<file path="src/core/gpab_consts.svh">
`ifndef GPAB_CONSTS_SVH
`define GPAB_CONSTS_SVH

// Register word indices (byte address = index * 4)
`define GPAB_IDX_PORT_A_LATCH 4'h0
`define GPAB_IDX_PORT_B_LATCH 4'h1
`define GPAB_IDX_PORT_A_DIRECTION 4'h4
`define GPAB_IDX_PORT_B_DIRECTION 4'h5
`define GPAB_IDX_PORT_A_LED_ENABLE 4'hC

// Reset values
`define GPAB_DIRECTION_RESET 8'h00
`define GPAB_LED_ENABLE_RESET 8'h00

// Bus response codes
`define GPAB_RESP_OKAY 2'h0
`define GPAB_RESP_ERROR 2'h2

// Port B pin positions
`define GPAB_PB_I2C_DATA 0
`define GPAB_PB_I2C_CLOCK 1
`define GPAB_PB_SERIAL_TX 2
`define GPAB_PB_SERIAL_RX 3
`define GPAB_PB_OPEN_DRAIN_MASK 8'h0F

// Converter channel-select codes 0..7 pick port A pins
`define GPAB_CHANNEL_PORT_A_LAST 5'h07

`endif

</file>
<file path="src/core/gpab_pkg.sv">
package gpab_pkg;

	typedef enum logic [1:0] {
		GPAB_BUS_IDLE,
		GPAB_BUS_ANSWER
	} gpab_bus_state_t;

endpackage : gpab_pkg

</file>
<file path="src/core/gpab_ports.sv">
// Chosen here: register access over Avalon-MM.
`timescale 1ns/1ps
`include "gpab_consts.svh"

module gpab_ports import gpab_pkg::*; #(
	parameter int WIDTH = 8
) (
	// Clock and reset
	input wire logic clk,
	input wire logic nrst,
	// Avalon-MM slave
	input wire logic [5:0] avs_address,
	input wire logic avs_read,
	input wire logic avs_write,
	input wire logic [31:0] avs_writedata,
	input wire logic [3:0] avs_byteenable,
	output logic [31:0] avs_readdata,
	output logic avs_waitrequest,
	output logic [1:0] avs_response,
	// Port A pins
	input wire logic [WIDTH-1:0] port_a_pin_in,
	output logic [WIDTH-1:0] port_a_pin_out,
	output logic [WIDTH-1:0] port_a_pin_oe,
	output logic [WIDTH-1:0] port_a_led_drive,
	output logic [WIDTH-1:0] port_a_analog_select,
	// Converter
	input wire logic converter_enable,
	input wire logic [4:0] converter_channel_select,
	// Port B pins
	input wire logic [WIDTH-1:0] port_b_pin_in,
	output logic [WIDTH-1:0] port_b_pin_out,
	output logic [WIDTH-1:0] port_b_pin_oe,
	// Peripheral enables
	input wire logic i2c_module_enable,
	input wire logic serial_interface_enable,
	// Timer edge/level selects
	input wire logic [1:0] first_timer_ch0_select,
	input wire logic [1:0] first_timer_ch1_select,
	input wire logic [1:0] second_timer_ch0_select,
	input wire logic [1:0] second_timer_ch1_select,
	// Peripheral pin drive
	input wire logic i2c_data_oe,
	input wire logic i2c_clock_oe,
	input wire logic serial_tx_out,
	input wire logic serial_tx_oe,
	// Timer pin drive
	input wire logic [3:0] timer_pin_out,
	input wire logic [3:0] timer_pin_oe
);

	// ----------------------------------------------------------------
	// Register storage
	// ----------------------------------------------------------------
	logic [WIDTH-1:0] port_a_latch;
	logic [WIDTH-1:0] port_a_direction;
	logic [WIDTH-1:0] port_a_led_enable;
	logic [WIDTH-1:0] port_b_latch;
	logic [WIDTH-1:0] port_b_direction;
	gpab_bus_state_t bus_state;
	gpab_bus_state_t next_bus_state;

	// Read mux: latch where output, pin where input
	function automatic logic [WIDTH-1:0] port_read(input logic [WIDTH-1:0] dir,
			input logic [WIDTH-1:0] latch, input logic [WIDTH-1:0] pin);
		port_read = (dir & latch) | (~dir & pin);
	endfunction : port_read

	// Owner select, bit by bit: the peripheral's bit where it owns the pin
	function automatic logic [WIDTH-1:0] owner_pick(input logic [WIDTH-1:0] owns,
			input logic [WIDTH-1:0] periph, input logic [WIDTH-1:0] port);
		owner_pick = (owns & periph) | (~owns & port);
	endfunction : owner_pick

	// Any edge/level setting but 00 hands the pin to its timer channel
	function automatic logic timer_claims(input logic [1:0] sel);
		timer_claims = (sel != 2'h0);
	endfunction : timer_claims

	// Only aligned words decode; a byte offset inside a word is unmapped
	function automatic logic word_hit(input logic [5:0] addr, input logic [3:0] idx);
		word_hit = (addr[1:0] == 2'h0) && (addr[5:2] == idx);
	endfunction : word_hit

	// ----------------------------------------------------------------
	// Bus decode
	// ----------------------------------------------------------------
	wire logic hit_a_latch = word_hit(avs_address, `GPAB_IDX_PORT_A_LATCH);
	wire logic hit_b_latch = word_hit(avs_address, `GPAB_IDX_PORT_B_LATCH);
	wire logic hit_a_dir = word_hit(avs_address, `GPAB_IDX_PORT_A_DIRECTION);
	wire logic hit_b_dir = word_hit(avs_address, `GPAB_IDX_PORT_B_DIRECTION);
	wire logic hit_a_led = word_hit(avs_address, `GPAB_IDX_PORT_A_LED_ENABLE);
	wire logic hit_any = hit_a_latch | hit_b_latch | hit_a_dir | hit_b_dir | hit_a_led;
	wire logic bus_request = avs_read | avs_write;
	wire logic bus_idle = (bus_state == GPAB_BUS_IDLE);
	// A request is taken only from idle, so a held request is not taken twice
	wire logic req = bus_request && bus_idle;
	// Only byte lane 0 carries register data; other lanes are ignored
	wire logic wr_go = req && avs_write && avs_byteenable[0];
	wire logic [WIDTH-1:0] wdata = avs_writedata[WIDTH-1:0];

	// ----------------------------------------------------------------
	// Read path
	// ----------------------------------------------------------------
	// An output pin reads its latch, not its level: software sees what it
	// wrote even when a heavy load drags the pin.
	wire logic [WIDTH-1:0] read_a = port_read(port_a_direction, port_a_latch, port_a_pin_in);
	wire logic [WIDTH-1:0] read_b = port_read(port_b_direction, port_b_latch, port_b_pin_in);
	wire logic [WIDTH-1:0] read_sel =
		hit_a_latch ? read_a :
		hit_b_latch ? read_b :
		hit_a_dir ? port_a_direction :
		hit_b_dir ? port_b_direction :
		hit_a_led ? port_a_led_enable : '0;
	wire logic [31:0] read_word = {{(32-WIDTH){1'b0}}, read_sel};
	// Writes answer with zero data rather than a stale read
	wire logic [31:0] next_avs_readdata = avs_read ? read_word : 32'h0000_0000;
	wire logic [1:0] next_avs_response = hit_any ? `GPAB_RESP_OKAY : `GPAB_RESP_ERROR;
	// Waitrequest drops only for the cycle after a request is taken
	wire logic next_avs_waitrequest = ~req;

	// ----------------------------------------------------------------
	// Bus handshake: one wait cycle, answer on the second edge
	// ----------------------------------------------------------------
	// The answer is registered so no pin level ripples straight onto the bus;
	// the price is one wait cycle on every access.
	always_comb begin
		next_bus_state = bus_state;
		unique case (bus_state)
			GPAB_BUS_IDLE: begin
				if (bus_request) begin
					next_bus_state = GPAB_BUS_ANSWER;
				end
			end
			GPAB_BUS_ANSWER: begin
				next_bus_state = GPAB_BUS_IDLE;
			end
			default: begin
				next_bus_state = GPAB_BUS_IDLE;
			end
		endcase
	end

	always_ff @(posedge clk or negedge nrst) begin
		if (!nrst) begin
			bus_state <= GPAB_BUS_IDLE;
			avs_waitrequest <= 1'b1;
			avs_readdata <= 32'h0000_0000;
			avs_response <= `GPAB_RESP_OKAY;
		end else begin
			bus_state <= next_bus_state;
			avs_waitrequest <= next_avs_waitrequest;
			if (req) begin
				avs_readdata <= next_avs_readdata;
				avs_response <= next_avs_response;
			end
		end
	end

	// ----------------------------------------------------------------
	// Write strobes
	// ----------------------------------------------------------------
	// Each strobe lasts one cycle: a request is taken once, from idle
	wire logic wr_a_latch = wr_go && hit_a_latch;
	wire logic wr_b_latch = wr_go && hit_b_latch;
	wire logic wr_a_dir = wr_go && hit_a_dir;
	wire logic wr_b_dir = wr_go && hit_b_dir;
	wire logic wr_a_led = wr_go && hit_a_led;

	// ----------------------------------------------------------------
	// Control registers with reset
	// ----------------------------------------------------------------
	// Everything comes up as an input with standard drive, so nothing is
	// driven before software has chosen a level.
	always_ff @(posedge clk or negedge nrst) begin
		if (!nrst) begin
			port_a_direction <= `GPAB_DIRECTION_RESET;
			port_b_direction <= `GPAB_DIRECTION_RESET;
			port_a_led_enable <= `GPAB_LED_ENABLE_RESET;
		end else begin
			if (wr_a_dir) begin
				port_a_direction <= wdata;
			end
			if (wr_b_dir) begin
				port_b_direction <= wdata;
			end
			if (wr_a_led) begin
				port_a_led_enable <= wdata;
			end
		end
	end

	// ----------------------------------------------------------------
	// Data latches: no reset, written regardless of direction
	// ----------------------------------------------------------------
	// Power-up content is unknown until software loads it first. Leaving
	// reset out lets a preloaded level survive a reset pulse.
	always_ff @(posedge clk) begin
		if (wr_a_latch) begin
			port_a_latch <= wdata;
		end
		if (wr_b_latch) begin
			port_b_latch <= wdata;
		end
	end

	// ----------------------------------------------------------------
	// Port A analog override
	// ----------------------------------------------------------------
	// Codes 0..7 name one port A pin; higher codes name other channels and
	// leave every port A pin to the port logic.
	wire logic channel_on_port_a = converter_enable &&
		(converter_channel_select <= `GPAB_CHANNEL_PORT_A_LAST);
	wire logic [2:0] channel_pin = converter_channel_select[2:0];
	logic [WIDTH-1:0] analog_pick;
	always_comb begin
		analog_pick = '0;
		if (channel_on_port_a) begin
			analog_pick[channel_pin] = 1'b1;
		end
	end

	// ----------------------------------------------------------------
	// Port A drive
	// ----------------------------------------------------------------
	// The analog pin loses its buffer whatever its direction bit says, so a
	// digital output never fights the voltage being converted.
	wire logic [WIDTH-1:0] next_a_oe = port_a_direction & ~analog_pick;
	// High-current sink only on a pin that drives; an input pin with its
	// enable bit set stays on standard drive.
	wire logic [WIDTH-1:0] next_a_led = port_a_led_enable & next_a_oe;
	wire logic [WIDTH-1:0] next_a_out = port_a_latch;
	wire logic [WIDTH-1:0] next_a_analog = analog_pick;

	// ----------------------------------------------------------------
	// Port B ownership
	// ----------------------------------------------------------------
	// Pins 1..0 follow the I2C enable, pins 3..2 the serial enable and
	// pins 7..4 one timer channel each.
	wire logic i2c_owns = i2c_module_enable;
	wire logic serial_owns = serial_interface_enable;
	wire logic timer_one_ch0_owns = timer_claims(first_timer_ch0_select);
	wire logic timer_one_ch1_owns = timer_claims(first_timer_ch1_select);
	wire logic timer_two_ch0_owns = timer_claims(second_timer_ch0_select);
	wire logic timer_two_ch1_owns = timer_claims(second_timer_ch1_select);
	wire logic [3:0] timer_owns = {timer_two_ch1_owns, timer_two_ch0_owns,
		timer_one_ch1_owns, timer_one_ch0_owns};
	wire logic [WIDTH-1:0] periph_owns = {timer_owns, serial_owns, serial_owns,
		i2c_owns, i2c_owns};

	// ----------------------------------------------------------------
	// Peripheral drive per pin
	// ----------------------------------------------------------------
	// I2C lines only ever pull low, so their value is a constant zero
	wire logic [1:0] i2c_oe = {i2c_clock_oe, i2c_data_oe};
	wire logic [1:0] i2c_out = 2'h0;
	// Receive is input-only for the serial module; only transmit drives
	wire logic [1:0] serial_oe = {1'b0, serial_tx_oe};
	wire logic [1:0] serial_out = {1'b0, serial_tx_out};
	wire logic [WIDTH-1:0] periph_oe = {timer_pin_oe, serial_oe, i2c_oe};
	wire logic [WIDTH-1:0] periph_out = {timer_pin_out, serial_out, i2c_out};

	// ----------------------------------------------------------------
	// Port B pin control
	// ----------------------------------------------------------------
	// The registers still read and write while a peripheral owns a pin;
	// they only stop reaching it until ownership returns.
	wire logic [WIDTH-1:0] mux_oe =
		owner_pick(periph_owns, periph_oe, port_b_direction);
	wire logic [WIDTH-1:0] mux_out =
		owner_pick(periph_owns, periph_out, port_b_latch);

	// ----------------------------------------------------------------
	// Open drain on the lower nibble
	// ----------------------------------------------------------------
	// These pins only sink; a released line floats up to its board pull-up,
	// so a one never fights another driver on a shared line.
	wire logic [WIDTH-1:0] od_mask = `GPAB_PB_OPEN_DRAIN_MASK;
	wire logic [WIDTH-1:0] push_pull = mux_oe & ~od_mask;
	wire logic [WIDTH-1:0] od_low = mux_oe & ~mux_out & od_mask;
	wire logic [WIDTH-1:0] next_b_oe = push_pull | od_low;
	wire logic [WIDTH-1:0] next_b_out = mux_out & ~od_mask;

	// ----------------------------------------------------------------
	// Port A registered outputs
	// ----------------------------------------------------------------
	// One cycle behind control changes
	always_ff @(posedge clk or negedge nrst) begin
		if (!nrst) begin
			port_a_pin_oe <= '0;
			port_a_pin_out <= '0;
			port_a_led_drive <= '0;
			port_a_analog_select <= '0;
		end else begin
			port_a_pin_oe <= next_a_oe;
			port_a_pin_out <= next_a_out;
			port_a_led_drive <= next_a_led;
			port_a_analog_select <= next_a_analog;
		end
	end

	// ----------------------------------------------------------------
	// Port B registered outputs
	// ----------------------------------------------------------------
	// Reset releases every pin, peripheral-owned ones included
	always_ff @(posedge clk or negedge nrst) begin
		if (!nrst) begin
			port_b_pin_oe <= '0;
			port_b_pin_out <= '0;
		end else begin
			port_b_pin_oe <= next_b_oe;
			port_b_pin_out <= next_b_out;
		end
	end

endmodule : gpab_ports

</file>
<file path="config.mk">
export PLATFORM = sky130hd
export DESIGN_NAME = gpab_ports
export DESIGN_NICKNAME = d
export VERILOG_FILES = /design/src/core/gpab_pkg.sv /design/src/core/gpab_ports.sv
export VERILOG_INCLUDE_DIRS = /design/src /design/src/core
export SDC_FILE = /design/constraint.sdc
export NUM_CORES = 1
export LEC_CHECK = 0
export ABC_CLOCK_PERIOD_IN_PS = 1930
export BUFFER_PORTS_ARGS = -buffer_cell sky130_fd_sc_hd__buf_2
export CORE_MARGIN = 4
export CORE_UTILIZATION = 40
export CTS_BUF_LIST = sky130_fd_sc_hd__clkbuf_4
export DETAILED_ROUTE_END_ITERATION = 6
export PLACE_DENSITY = 0.69
export SETUP_SLACK_MARGIN = 0.3
export SLEW_MARGIN = 10
export SYNTH_ARGS = -nofsm -noshare
export SYNTH_HDL_FRONTEND = slang
export SYNTH_SLANG_ARGS = --single-unit
</file>
<file path="constraint.sdc">
create_clock -name clk -period 1.93 [get_ports clk]
set_input_delay 0.386 -clock clk [delete_from_list [all_inputs] [get_ports clk]]
set_output_delay 0.386 -clock clk [all_outputs]
set_load 0.1 [all_outputs]
</file>
==> out/metrics.cfg, run 1 <==
[run_status]
status=complete, no violations

[placed_design]
portBuffers=116
gp_congestion=0.775
dp_hpwl_mm=7.30

[clock_network]
path_clk_slew_ps=140
htree_num_levels=3
cts_tree=done
cts_setup_buffers=0
numCtsBuffers=9
clk_path_buf_depth=2
clock-root-buffer=clkbuf_4
clk_latency_ps=450
cts_sinks=95

[setup_path]
crit_path_end_kind=primary output
crit_required_ps=1540
cpPeakStageDelay_ps=550
crit_buf_inv=1
worstPathCellList=buf_6
critPathKind=reg2out
r2r-start=bus_state[0]$_DFFE_PN0P_
cp.depth=1
r2r.worst_path.cells=3
crit_family=flip-flops
start_kind=register
cp.arrival_ps=1210
r2r_slack_ps=480
rr_endpoint=port_a_direction[5]$_DFFE_PN0P_
worstSetupEndpoint=avs_waitrequest
critPathMaxFanout=1
cpMaxStageDelayCell=dfstp_2
critPathLaunch=avs_waitrequest$_DFF_PN1_

[floorplanning]
rows=36
die-area_sq_um=11800
die_width_microns=108
num_io_pins=173
start_util_pct=41.1
core_area_sq_um=9820
die_h_microns=108

[pwr]
powerDensity_nw_per_um2=803
max-vdd-ir-drop_mv=0.339
finalPower_mw=4.07
p_leak_nw=2.59

[sta]
finalMaxSlewViolations=0
hold_viol=0
period_needed_ps=1600
tns_ps=0
min_period_over_period_pct=82.7
setup_viol=0
slew_headroom_pct=65.3
tightestPinTransition_ps=520
rsz0062_at_grt=true
skew_ps=13.4
fmax_mhz=627

[global_route]
globalRouteOverflowTotal=0
antenna_found_initial=0
busiest_layer=met2
grt_pass1_vias=2832
grt_util_met3_pct=4.66
met2_usage_pct=27.2
track_usage_pct=17.0
grt_first_pass_wirelength_mm=14.8
grt_use_met1_pct=22.3
grt_max_degree=40

[routing]
via_count=2753
routed_wl_mm=9.65
drt_pass1_iterations=4
post_drt_via_cell_ratio=4.71
wire_per_inst_microns=16.5
dr.first_iter.drc_count=128
drc_errors=0
ant_nets=0

[layout]
drive_gt1_share_pct=41.5
final_core_util_pct=51.6
diodes=0
area_growth_pct=25.6
nets=537

[synth]
synth_cell_type_count=37
seq_area_frac_synth_pct=60.9
synth_flop_cell=dfrtp_1
synth.avg_cell_area_sq_um=13.0
synth-seq-cells=95
synth_edf_count=16
yosysWarnings=0
syn_inst=310
synthesis.area_sq_um=4040
synthArstFlopShare_pct=83.2

[worst_hold_path]
hp-class=in2reg

[run]
maxCapViolCount=0

final cells by class:
| type | instances | area (sq um) |
|---|---|---|
| Inverter | 8 | 30.0 |
| Multi-Input combinational cell | 197 | 1400 |
| Clock buffer | 9 | 67.6 |
| Clock inverter | 6 | 61.3 |
| Sequential cell | 95 | 2460 |
| Tap cell | 133 | 166 |
| Timing Repair Buffer | 136 | 887 |
| Fill cell | 907 | 4750 |
sequential cells by signal, summed over array words and instances, names as in the netlist, 4 cells and up:
register              flops
port_b_direction          8
port_b_latch              8
port_b_pin_oe             8
port_a_analog_select      8
port_a_pin_out            8
port_b_pin_out            4
port_a_led_drive          8
avs_readdata              8
next_a_out                8
port_a_direction          8
port_a_led_enable         8
port_a_pin_oe             8
through the flow:
stage               instances  setup WS [ps]  cell area [sq um]  hold slack, ps
floorplan                 338            237               4150            90.4
global placement          568            119               4790             359
detailed placement        568            114               4790             364
CTS                       584            232               5010            70.5
global route              584            261               5070            64.7
finish                    584            334               5070             105
cells by family (layout without fill, tap and decap cells):
family | Yosys count | count (layout) | share of synthesized area, %
buffers and inverters | 46 | 159 | 7.44
muxes | 56 | 56 | 15.6
xor gates and xnor gates | 1 | 1 | 0.217
AOI/OAI and AO/OA | 22 | 22 | 4.22
and+or+nand+nor | 89 | 89 | 11.5
DFF | 95 | 95 | 60.9
other | 1 | 29 | 0.0929
Yosys cell counts (3+ instances only):
library cell	count	area [sq um]
and2_1	7	43.8
nand2_1	36	135
nand2b_1	3	18.8
o221ai_1	8	70.1
o21ai_0	3	15.0
inv_1	8	30.0
clkbuf_1	3	11.3
mux2i_1	24	240
dfrtp_1	78	1950
a22oi_1	8	60.1
buf_4	29	218
and3_1	10	62.6
nor2b_1	6	37.5
mux2_2	24	270
edfxtp_1	16	480
mux2_4	8	120
nor2_1	7	26.3
buf_2	3	15.0
nand3_1	8	40.0
cell usage in the layout (no fill, tap or decap), types with 2 or more instances in the layout:
cell      instances
clkbuf_4         31
a22oi_1           8
nand2_1          36
clkinv_2          3
nand2b_1          3
inv_1             8
and2_1            7
mux2_2           24
o21ai_0           3
nand4b_1          2
buf_4            50
edfxtp_1         16
nor2_1            7
nand3_1           8
mux2i_1          24
mux2_4            8
conb_1           29
nor2b_1           6
buf_2            61
o221ai_1          8
nor3b_1           2
and3_1            9
dfrtp_1          78
what timing repair did:
action,in CTS,in global routing
endpoints found under the setup margin,32,23
gates resized for setup,32,23
endpoints found under the hold margin,36,0
hold buffers,1,0
where the power goes:
group	internal [mW]	switching, mW
clock network	0.386	0.643
registers	2.11	0.0488
logic	0.197	0.688
total	2.69	1.38
worst min-delay path by stage:
stage                                       start                          end  slack, ps  cells past startpoint
after detailed placement  next_a_out[3]$_DFFE_PP_  port_a_pin_out[3]$_DFF_PN0_        360                      0
after floorplan                              nrst  avs_readdata[0]$_DFFE_PN0N_         90                      0
after CTS                           serial_tx_out   port_b_pin_oe[2]$_DFF_PN0_         70                      2
final                               serial_tx_out   port_b_pin_oe[2]$_DFF_PN0_        100                      2
after global placement    next_a_out[3]$_DFFE_PP_  port_a_pin_out[3]$_DFF_PN0_        360                      0
after global routing                serial_tx_out   port_b_pin_oe[2]$_DFF_PN0_         60                      2
routing by layer:
metal	share of wire (%)	vias to the layer above
met5	0	-
met4	1.5	0
met3	8.4	11
met2	48	105
met1	42	1332
li1	-	1305
Power figures use the tool's default switching activity.
==> inputs of run 2 (changes only) <==
--- a/config.mk
+++ b/config.mk
@@ -6,7 +6,7 @@
 export SDC_FILE = /design/constraint.sdc
 export NUM_CORES = 1
 export LEC_CHECK = 0
-export ABC_CLOCK_PERIOD_IN_PS = 1930
+export ABC_CLOCK_PERIOD_IN_PS = 1600
 export BUFFER_PORTS_ARGS = -buffer_cell sky130_fd_sc_hd__buf_2
 export CORE_MARGIN = 4
 export CORE_UTILIZATION = 40
==> constraint.sdc (replaced) <==
create_clock -name clk -period 1.6 [get_ports clk]
set_input_delay 0.32 -clock clk [delete_from_list [all_inputs] [get_ports clk]]
set_output_delay 0.32 -clock clk [all_outputs]
set_load 0.1 [all_outputs]
==> out/metrics.cfg, run 2 (same netlist as run 1, synthesis figures left out) <==
[routing]
drc_errors=0  ; unchanged
via_count=2877  ; +4.5%
ant_nets=0  ; unchanged
routed_wl_mm=10.4  ; +7.7%
post_drt_via_cell_ratio=4.84  ; +2.7%
dr.first_iter.drc_count=100  ; -22%
drt_pass1_iterations=4  ; unchanged
wire_per_inst_microns=17.5  ; +5.9%

[placed_design]
dpl_worst_slack_ps=-125  ; -239 ps
dp_hpwl_mm=7.38  ; +1.1%
portBuffers=116  ; unchanged
place_area_sq_um=4940  ; +3.1%
gp_congestion=0.826  ; +6.5%

[clock_network]
htree_num_levels=3  ; unchanged
numCtsBuffers=9  ; unchanged
clock-root-buffer=clkbuf_4
path_clk_slew_ps=150  ; about the same
cts_sinks=95  ; unchanged
clk_latency_ps=450  ; about the same
clk_path_buf_depth=2  ; unchanged
cts_tree=done

[setup_path]
cp.arrival_ps=1180  ; -30 ps
crit_required_ps=1280  ; -260 ps
cpPeakStageDelay_ps=570  ; +20 ps
critPathMaxFanout=1  ; unchanged
crit_path_end_kind=primary output
r2r.worst_path.cells=3  ; unchanged
cpMaxStageDelayCell=dfstp_2
critPathKind=reg2out
crit_buf_inv=1  ; unchanged
cp.depth=1  ; unchanged
start_kind=register
crit_family=flip-flops
worstPathCellList=buf_12

[sta]
tns_ps=0  ; unchanged
skew_ps=16.2  ; +2.77 ps
rsz0062_at_grt=true
fmax_mhz=665
hold_viol=0  ; unchanged
period_needed_ps=1500
finalMaxSlewViolations=0  ; unchanged
min_period_over_period_pct=93.9
setup_viol=0  ; unchanged
fin_ws_ps=96.9  ; -237 ps

[floorplanning]
start_util_pct=41.1  ; unchanged
die-area_sq_um=11800  ; unchanged
rows=36  ; unchanged
num_io_pins=173  ; unchanged
die_width_microns=108  ; unchanged
core_area_sq_um=9820  ; unchanged
die_h_microns=108  ; unchanged

[layout]
final_cell_mix=77 x dfrtp_1, 61 x buf_2, 36 x buf_8
mostFrequentLayoutCell=dfrtp_1
drive_gt1_share_pct=43.8  ; +2.4 points
area_growth_pct=42.8
design_area_sq_um=5760  ; +14%
nets=546  ; +1.7%
diodes=0  ; unchanged

[pwr]
p_leak_nw=2.82  ; +9.1%
max-vdd-ir-drop_mv=0.532  ; +57%
powerDensity_nw_per_um2=879  ; +9.5%

[global_route]
grt_pass1_vias=3128  ; +10%
track_usage_pct=18.6  ; +1.6 points
globalRouteOverflowTotal=0  ; unchanged
grt_first_pass_wirelength_mm=16.3  ; +10%
antenna_found_initial=0  ; unchanged
grt_max_degree=31  ; -23%

[run_status]
status=complete, no violations

[run]
maxCapViolCount=0  ; unchanged

[worst_hold_path]
hp-class=in2reg
holdPathStages=2  ; unchanged

==> run 2: timing repair <==
item / in CTS / in global routing
gates resized for setup: 178 / 14
hold endpoints to repair: 19 / 0
hold buffers: 1 / 0
setup buffers: 1 / 0
pin swaps: 3 / 0
endpoints found under the setup margin: 86 / 90
==> run 2: path summary, 6_finish.rpt <==
| check | start | to | slack (ps) |
|---|---|---|---|
| worst min-delay path | serial_tx_out | port_b_pin_oe[2]$_DFF_PN0_ | 40 |
| min in group asynchronous | nrst | port_a_pin_oe[7]$_DFF_PN0_ | 280 |
| worst max-delay path | avs_waitrequest$_DFF_PN1_ | avs_waitrequest | 100 |
| worst min register to register | next_a_out[0]$_DFFE_PP_ | port_a_pin_out[0]$_DFF_PN0_ | 390 |
| max in group asynchronous | nrst | avs_waitrequest$_DFF_PN1_ | 790 |
| worst max register to register | bus_state[0]$_DFFE_PN0P_ | port_b_direction[5]$_DFFE_PN0P_ | 190 |
==> run 2: where the power goes <==
part           internal [mW]  leakage, nW  switching [mW]
logic                  0.347         1.56           0.846
registers               2.54         1.19          0.0818
clock network          0.464       0.0708           0.787
total                   3.35         2.82            1.71
==> run 2: area by class of cell <==
| cell class | instances | area, sq um |
|---|---|---|
| Clock inverter | 7 | 63.8 |
| Multi-Input combinational cell | 197 | 1440 |
| Sequential cell | 95 | 2460 |
| Fill cell | 809 | 4060 |
| Tap cell | 133 | 166 |
| Timing Repair Buffer | 145 | 1530 |
| Inverter | 8 | 30.0 |
| Clock buffer | 9 | 67.6 |
==> run 2: per-stage QoR <==
| stage | std cells | power (mW) | utilization [%] | hold WS, ps |
|---|---|---|---|---|
| final | 594 | 5.07 | 58.7 | 37.5 |
| after global placement | 576 | 3.71 | 50.3 | 231 |
| after floorplan | 338 | 3.48 | - | 24.4 |
| after global routing | 594 | 5.31 | 58.7 | 13.4 |
| after CTS | 594 | 5.10 | 58.1 | 11.1 |
| after detailed placement | 576 | 3.72 | 50.3 | 228 |
==> run 2: layer usage <==
| metal | up-vias | part of all wire (%) | global-route usage, % |
|---|---|---|---|
| li1 | 1329 | - | - |
| met1 | 1419 | 40 | 23.7 |
| met2 | 111 | 52 | 31.0 |
| met3 | 18 | 5.6 | 3.64 |
| met4 | 0 | 2.1 | 7.75 |
| met5 | - | 0 | 0 |
